<file path="src/design/adc_mux_regs.svh">
// register offsets, field positions and reset values of the converter
// control block; included by the control block design file only, holds definitions only
`ifndef ADC_MUX_REGS_SVH
`define ADC_MUX_REGS_SVH

`define OFF_RESULT_LOW 8'h78
`define OFF_RESULT_HIGH 8'h79
`define OFF_CTRL_B 8'h7B
`define OFF_MUX_SEL 8'h7C
`define OFF_IRQ_STATUS 8'h7D
`define OFF_IRQ_MASK 8'h7E

`define RST_CTRL_B 8'h00
`define RST_MUX_SEL 8'h00
`define RST_IRQ 2'h0

`define CTRLB_WMASK 8'h4F
`define CTRLB_CMPEN_BIT 6
`define CTRLB_CHHI_BIT 3
`define MUXSEL_LADJ_BIT 5

`define CHAN_BANDGAP 6'h1E
`define CHAN_GROUND 6'h1F

`define IRQ_DONE_BIT 0
`define IRQ_NEG_BIT 1

`endif

</file>
<file path="src/design/adc_mux_pkg.sv">
// types shared by the converter control block
// assumes nothing beyond a SystemVerilog compiler
package adc_mux_pkg;

  typedef enum logic [1:0] {
    REF_EXT_PIN = 2'b00,
    REF_ANALOG_SUPPLY = 2'b01,
    REF_INT_1V1 = 2'b10,
    REF_INT_2V56 = 2'b11
  } ref_t;

  typedef enum logic {
    CONV_IDLE = 1'b0,
    CONV_BUSY = 1'b1
  } conv_state_t;

  typedef struct packed {
    logic write;
    logic read;
    logic [7:0] addr;
    logic [7:0] wdata;
  } reg_req_t;

  typedef struct packed {
    logic start;
    logic done;
    logic [9:0] code;
  } conv_evt_t;

endpackage : adc_mux_pkg

</file>
<file path="src/design/adc_result_mux_ctrl.sv">
// control and result formatting of a 10-bit successive-approximation
// converter: selection registers, deferred selection, result bytes
// assumes the sequencer on the same clock gives start and done pulses
//
// Functional notes
// - after done and flag set, the 10-bit result appears in both bytes
// - single-ended code is unsigned, differential code scaled by 512
// - single-ended 0x000 means ground, 0x3FF means reference less one step
// - differential codes are two's complement from 0x200 to 0x1FF
// - top result bit is the sign and lives in the high byte
// - selection register at 0x7C, resets zero, all bits read/write
// - reference field selects pin, supply, internal 1.1V or 2.56V
// - reference change in a conversion waits for its completion
// - low channel bits written in a conversion wait for completion
// - alignment bit one left adjusts, zero right adjusts
// - alignment change reformats the read value at once
// - control register B at 0x7B, resets zero, spare bits read zero
// - top channel bit joins low five, change deferred likewise
// - code 011110 routes the bandgap, 011111 routes ground
//
// Decided for this implementation: the address-and-strobe port.
`timescale 1ns/1ps
`default_nettype none

`include "adc_mux_regs.svh"

module adc_result_mux_ctrl
  import adc_mux_pkg::*;
(
  // clock and reset
  input wire logic clk,
  input wire logic nrst,
  // register port
  input wire reg_req_t regReq,
  output logic [7:0] regRdata,
  // sequencer
  input wire conv_evt_t convEvt,
  output logic convBusy,
  // analog front end
  output var ref_t activeRef,
  output logic [5:0] activeChan,
  output logic diffMode,
  output logic routeBandgap,
  output logic routeGround,
  output logic compMuxEnable,
  output logic [2:0] triggerSource,
  // interrupt
  output logic irq
);

  logic [7:0] muxSel;
  logic [7:0] ctrlB;
  logic [9:0] resultCode;
  logic [1:0] irqStatus;
  logic [1:0] irqMask;
  logic [1:0] next_irqStatus;
  logic [1:0] irqEvents;
  logic [7:0] next_rdata;
  logic [7:0] lowByte;
  logic [7:0] highByte;
  logic [1:0] refActiveBits;
  conv_state_t convState;

  // a channel code is a differential pair when bits 4:3 are not zero,
  // except for the two fixed single-ended sources at the top
  function automatic logic isDiffChan(input logic [5:0] chan);
    isDiffChan = (chan[4:3] != 2'b00) && (chan[4:0] < 5'(`CHAN_BANDGAP));
  endfunction : isDiffChan

  function automatic logic hit(input reg_req_t req, input logic [7:0] off);
    hit = req.addr == off;
  endfunction : hit

  // conversion tracking
  always_ff @(posedge clk or negedge nrst) begin
    if (!nrst) begin
      convState <= CONV_IDLE;
    end else begin
      case (convState)
        CONV_IDLE: begin
          if (convEvt.start && !convEvt.done) begin
            convState <= CONV_BUSY;
          end
        end
        CONV_BUSY: begin
          if (convEvt.done) begin
            convState <= CONV_IDLE;
          end
        end
        default: begin
          convState <= CONV_IDLE;
        end
      endcase
    end
  end

  always_ff @(posedge clk or negedge nrst) begin
    if (!nrst) begin
      convBusy <= 1'b0;
    end else begin
      convBusy <= (convState == CONV_BUSY) ? !convEvt.done : (convEvt.start && !convEvt.done);
    end
  end

  // selection register, every bit writable
  always_ff @(posedge clk or negedge nrst) begin
    if (!nrst) begin
      muxSel <= `RST_MUX_SEL;
    end else if (regReq.write && hit(regReq, `OFF_MUX_SEL)) begin
      muxSel <= regReq.wdata;
    end
  end

  // control register B; spare bits never store
  always_ff @(posedge clk or negedge nrst) begin
    if (!nrst) begin
      ctrlB <= `RST_CTRL_B;
    end else if (regReq.write && hit(regReq, `OFF_CTRL_B)) begin
      ctrlB <= regReq.wdata & `CTRLB_WMASK;
    end
  end

  always_ff @(posedge clk or negedge nrst) begin
    if (!nrst) begin
      compMuxEnable <= 1'b0;
      triggerSource <= 3'h0;
    end else begin
      compMuxEnable <= ctrlB[`CTRLB_CMPEN_BIT];
      triggerSource <= ctrlB[2:0];
    end
  end

  // deferred selections: the written value reaches the analog side
  // only outside a conversion, so the sample in flight stays coherent
  deferred_sel #(
    .W(2)
  ) u_refSel (
    .clk(clk),
    .nrst(nrst),
    .hold(convBusy),
    .written(muxSel[7:6]),
    .active(refActiveBits)
  );

  deferred_sel #(
    .W(6)
  ) u_chanSel (
    .clk(clk),
    .nrst(nrst),
    .hold(convBusy),
    .written({ctrlB[`CTRLB_CHHI_BIT], muxSel[4:0]}),
    .active(activeChan)
  );

  assign activeRef = ref_t'(refActiveBits);

  always_ff @(posedge clk or negedge nrst) begin
    if (!nrst) begin
      diffMode <= 1'b0;
      routeBandgap <= 1'b0;
      routeGround <= 1'b0;
    end else begin
      diffMode <= isDiffChan(activeChan);
      routeBandgap <= activeChan == `CHAN_BANDGAP;
      routeGround <= activeChan == `CHAN_GROUND;
    end
  end

  // result capture; the code is kept raw: unsigned for single-ended,
  // two's complement for differential, as the converter delivers it
  always_ff @(posedge clk or negedge nrst) begin
    if (!nrst) begin
      resultCode <= 10'h000;
    end else if (convEvt.done) begin
      resultCode <= convEvt.code;
    end
  end

  result_align u_align (
    .code(resultCode),
    .leftAdjust(muxSel[`MUXSEL_LADJ_BIT]),
    .lowByte(lowByte),
    .highByte(highByte)
  );

  // interrupt events: completion, and a negative differential result
  always_comb begin
    irqEvents = 2'h0;
    irqEvents[`IRQ_DONE_BIT] = convEvt.done;
    irqEvents[`IRQ_NEG_BIT] = convEvt.done && diffMode && convEvt.code[9];
  end

  // a read clears the status, but an event in the same cycle survives
  always_comb begin
    next_irqStatus = irqStatus;
    if (regReq.read && hit(regReq, `OFF_IRQ_STATUS)) begin
      next_irqStatus = 2'h0;
    end
    next_irqStatus = next_irqStatus | irqEvents;
  end

  always_ff @(posedge clk or negedge nrst) begin
    if (!nrst) begin
      irqStatus <= `RST_IRQ;
    end else begin
      irqStatus <= next_irqStatus;
    end
  end

  always_ff @(posedge clk or negedge nrst) begin
    if (!nrst) begin
      irqMask <= `RST_IRQ;
    end else if (regReq.write && hit(regReq, `OFF_IRQ_MASK)) begin
      irqMask <= regReq.wdata[1:0];
    end
  end

  always_ff @(posedge clk or negedge nrst) begin
    if (!nrst) begin
      irq <= 1'b0;
    end else begin
      irq <= |(next_irqStatus & irqMask);
    end
  end

  // read data: valid only in the cycle after the strobe, zero elsewhere
  always_comb begin
    next_rdata = 8'h00;
    if (!regReq.read) begin
      next_rdata = 8'h00;
    end else if (hit(regReq, `OFF_RESULT_LOW)) begin
      next_rdata = lowByte;
    end else if (hit(regReq, `OFF_RESULT_HIGH)) begin
      next_rdata = highByte;
    end else if (hit(regReq, `OFF_CTRL_B)) begin
      next_rdata = ctrlB & `CTRLB_WMASK;
    end else if (hit(regReq, `OFF_MUX_SEL)) begin
      next_rdata = muxSel;
    end else if (hit(regReq, `OFF_IRQ_STATUS)) begin
      next_rdata = {6'h00, irqStatus};
    end else if (hit(regReq, `OFF_IRQ_MASK)) begin
      next_rdata = {6'h00, irqMask};
    end
  end

  always_ff @(posedge clk or negedge nrst) begin
    if (!nrst) begin
      regRdata <= 8'h00;
    end else begin
      regRdata <= next_rdata;
    end
  end
endmodule : adc_result_mux_ctrl

`default_nettype wire

</file>
<file path="src/design/deferred_sel.sv">
// holds a selection that software may rewrite at any time and lets the
// analog side see it only while no conversion is running
// assumes hold is a registered level on the same clock
`timescale 1ns/1ps
`default_nettype none

module deferred_sel #(
  parameter int W = 2
) (
  // clock and reset
  input wire logic clk,
  input wire logic nrst,
  // selection
  input wire logic hold,
  input wire logic [W-1:0] written,
  output logic [W-1:0] active
);

  always_ff @(posedge clk or negedge nrst) begin
    if (!nrst) begin
      active <= '0;
    end else if (!hold) begin
      active <= written;
    end
  end
endmodule : deferred_sel

`default_nettype wire

</file>
<file path="src/design/result_align.sv">
// lays the stored 10-bit result across the low and high byte registers
// combinational; the caller registers the read data
`timescale 1ns/1ps
`default_nettype none

module result_align (
  // result in
  input wire logic [9:0] code,
  input wire logic leftAdjust,
  // byte view out
  output logic [7:0] lowByte,
  output logic [7:0] highByte
);

  // alignment is applied at read time so a flip shows at once
  always_comb begin
    if (leftAdjust) begin
      highByte = code[9:2];
      lowByte = {code[1:0], 6'h00};
    end else begin
      highByte = {6'h00, code[9:8]};
      lowByte = code[7:0];
    end
  end

endmodule : result_align

`default_nettype wire

</file>
<file path="config.mk">
export PLATFORM = sky130hd
export DESIGN_NAME = adc_result_mux_ctrl
export DESIGN_NICKNAME = d
export VERILOG_FILES = /design/src/design/adc_mux_pkg.sv /design/src/design/adc_result_mux_ctrl.sv /design/src/design/deferred_sel.sv /design/src/design/result_align.sv
export VERILOG_INCLUDE_DIRS = /design/src /design/src/design
export SDC_FILE = /design/constraint.sdc
export NUM_CORES = 1
export LEC_CHECK = 0
export BUFFER_PORTS_ARGS = -buffer_cell sky130_fd_sc_hd__clkbuf_2
export CAP_MARGIN = 20
export CORE_ASPECT_RATIO = 1.2
export CORE_MARGIN = 2
export CORE_UTILIZATION = 57
export CTS_CLUSTER_SIZE = 12
export DETAILED_ROUTE_END_ITERATION = 8
export PLACE_DENSITY = 0.83
export SETUP_SLACK_MARGIN = 0.3
export SLEW_MARGIN = 20
export SYNTH_ARGS = -nofsm -noshare
export SYNTH_HDL_FRONTEND = slang
export SYNTH_SLANG_ARGS = --single-unit
export TNS_END_PERCENT = 100
</file>
<file path="constraint.sdc">
create_clock -name clk -period 2.38 [get_ports clk]
set_input_delay 0.476 -clock clk [delete_from_list [all_inputs] [get_ports clk]]
set_output_delay 0.476 -clock clk [all_outputs]
set_load 0.02 [all_outputs]
</file>
==> metrics.md <==
| Metric | Value |
|---|---|
| Top cells by area, synth | dfrtp_1 55%, mux2_2 10%, mux2_1 3.8%, mux2_4 3.2%, mux2i_1 2.1% |
| RSZ-0062 raised after global routing | no |
| Ports | 57 |
| Worst-path fanout max | 10 |
| Netlist Area Pre-Place | 2360 um2 |
| Fin crit share | 68.7% |
| Syn nets | 206 |
| Post-CTS Setup Bufs | 0 |
| Syn_area_per_cell | 13.6 um2 |
| Initial antenna violation count | 0 |
| Power density over the cells | 624 nW/um2 |
| RR Startpoint | muxSel[5]$_DFFE_PN0P_ |
| Max stage delay on crit path | 0.61 ns |
| Routed vias/inst | 5.67 |
| FF/Latch Area | 1300 um2 |
| Warning count from the yosys run | 0 |
| Area leader, netlist | dfrtp_1 |
| CTS root buffer | clkbuf_8 |
| Critical Path AT | 1.16 ns |
| CTS Buf Count | 5 |
| CP required | 1.90 ns |
| CTS Buffer Depth | 2 |
| Nets@finish | 261 |
| DR iter-0 viols | 62 |
| Critical Path Sink Type | primary output |
| Worst min path class | input port to async pin |
| Layout overhead on the synthesized area | 17.0% |
| Crit path cell chain | clkbuf_2 |
| # hold bufs at CTS | 0 |
| CP Launch Type | flop |
| CP max-delay cell | dfrtp_1 |
| Fillers | 306 |
| Max Fclk | 612 MHz |
| Netlist cell types | 42 |
| Area of the multi-input gates | 993 um2 |
| Initial core utilization | 59.4% |
| Max-slew violation count | 0 |
| Skew final | 0.00778 ns |
| Reg clk slew, reported paths | 0.09 ns |
| Placed Area | 2670 um2 |
| Number of global-route vias before repair | 1633 |
| Post-synth EDFFs | 0 |
| Critical path origin | convBusy$_DFF_PN0_ |
| CTS tree | done |
| PortBufs | 56 |
| Slew Limit Headroom | 60.6% |
| Final core occ | 69.5% |
| Die Y | 74.5 um |
| Global route total overflow | 0 |
| Detailed-route wire length per cell | 17.4 um |
| Setup TNS | 0 ns |
| FFs w/ async S/R, synth | 100% |
| Status | completed |
| Mapped Cells | 174 |
| Crit path buf inv count | 1 |
| Endpoints failing hold | 0 |
| Register area share after synthesis | 55.1% |
| Synth Register Bits | 52 |
| Antenna diodes | 0 |
| Largest delay share family, worst path | flip-flops |
| H-tree levels | 2 |
| Leak pwr | 1.37 nW |
| Maxcap violations | 0 |
| Most common cell in the netlist | dfrtp_1 |
| First-pass iteration count of the detailed router | 4 |
| Core Footprint | 3970 um2 |
| Worst Tran Pin Value | 0.591 ns |
| Post-cts resize count | 0 |
| Clock latency on the worst-skew pair | 0.31 ns |
| Share of cells above drive strength 1 | 44.8% |
| Place WS | 0.617 ns |
| Crit Path Category | flop to primary output |
| Post-route ant nets | 0 |
| Max VDD drop | 0.466 mV |
| Post-detail-place hpwl | 3710 um |
| # setup viols final | 0 |
| First-pass GRT wire length | 8160 um |
| All-Layer GR Usage | 23.3% |
| Synth Flop Type | dfrtp_1 |
| Via count | 1609 |
| FP Rows | 25 |
| Final worst path period need | 1.64 ns |
| Placer Congestion | 0.799 |
| Die ar. | 4670 um2 |
| Total routed wirelength | 4950 um |
| Design area | 2760 um2 |
| DRC viols | 0 |
| Largest net degree at the start of global routing | 31 |
| Post-synth top area share | 55.1% |
| Setup ws final | 0.745 ns |
| Most frequent cells after synthesis | 52 x dfrtp_1, 21 x mux2_2, 11 x nand2_1, 9 x nor2_1, 8 x mux2_1 |
| Die Wd | 62.8 um |
| Total clock sinks | 52 |
path summary, 6_finish.rpt:
check,slack (ns),to,cells past startpoint
worst max-delay path,0.74,convBusy,1
worst min-delay path,0.16,regRdata[5]$_DFF_PN0_,1
worst max register to register,0.85,regRdata[0]$_DFF_PN0_,4
worst min register to register,0.43,compMuxEnable$_DFF_PN0_,0
max in group asynchronous,1.67,irqStatus[1]$_DFF_PN0_,2
min in group clk,0.39,convBusy$_DFF_PN0_,3
worst register-to-register path, cell delays in order (launching register included):
cell and delay, ns:
dfrtp_1 0.64, mux2i_1 0.14, a22oi_1 0.20, nor2_1 0.07
a2111oi_2 0.37
routing by layer:
metal | global-route usage, % | vias up | routed length [um]
met3 | 6.05 | 8 | 297
met1 | 27.6 | 784 | 2010
li1 | - | 752 | -
met5 | 0 | - | 0
met2 | 41.5 | 65 | 2570
met4 | 8.89 | 0 | 66
report_power, final:
| part | leakage, nW | total [W] | internal [W] | switching [W] |
|---|---|---|---|---|
| logic | 0.633 | 0.000213 | 0.000101 | 0.000112 |
| registers | 0.690 | 0.000988 | 0.000935 | 0.0000526 |
| clock network | 0.0516 | 0.000523 | 0.000238 | 0.000285 |
per-stage QoR:
| stage | std cells | power [W] | hold slack, ns |
|---|---|---|---|
| 6_report | 284 | 0.00172 | 0.155 |
| 5_1_grt | 284 | 0.00180 | 0.194 |
| 4_1_cts | 284 | 0.00173 | 0.162 |
| 3_5_place_dp | 276 | 0.00122 | 0.404 |
| 3_3_place_gp | 276 | 0.00121 | 0.404 |
| 2_1_floorplan | 174 | 0.00112 | 0.180 |
placed cells by master, fill, tap and decap left out, types with 2 or more instances in the layout:
cell	Yosys	final
a2111oi_2	2	2
a211oi_1	2	2
a21oi_1	2	2
a22o_1	3	3
a22oi_1	3	3
a31oi_1	2	2
clkbuf_2	0	56
clkbuf_8	0	6
dfrtp_1	52	52
mux2_1	8	8
mux2_2	21	21
mux2_4	5	5
mux2i_1	5	5
nand2_1	11	11
nand2b_1	3	3
nand3_1	2	2
nand4_1	4	4
nand4_4	2	2
nor2_1	9	9
nor2b_1	3	3
nor2b_4	2	2
o21ai_0	4	4
o311a_1	3	3
kinds of logic after synthesis:
kind of cell    Yosys count  synth area share (%)
compound gates           26                  8.85
buf+inv                  10                  2.81
flops                    52                  55.1
mux                      39                  19.1
simple gates             47                  14.1
flip-flops by register name, summed over array words and instances, names as in the netlist:
name,cells
regRdata,8
ctrlB,5
irqStatus,2
u_refSel.active,2
u_chanSel.active,6
muxSel,8
routeGround,1
diffMode,1
compMuxEnable,1
resultCode,10
convBusy,1
routeBandgap,1
irqMask,2
triggerSource,3
irq,1
layout make-up:
cell class / instances / share of cell area, %
clock buffer: 6 / 2.99
clock inverter: 2 / 0.498
inverter: 1 / 0.136
multi-input combinational: 112 / 36.0
sequential: 52 / 47.1
tap: 54 / 2.45
timing repair buffer: 57 / 10.9
No activity file was read; power rests on OpenSTA's default activity.
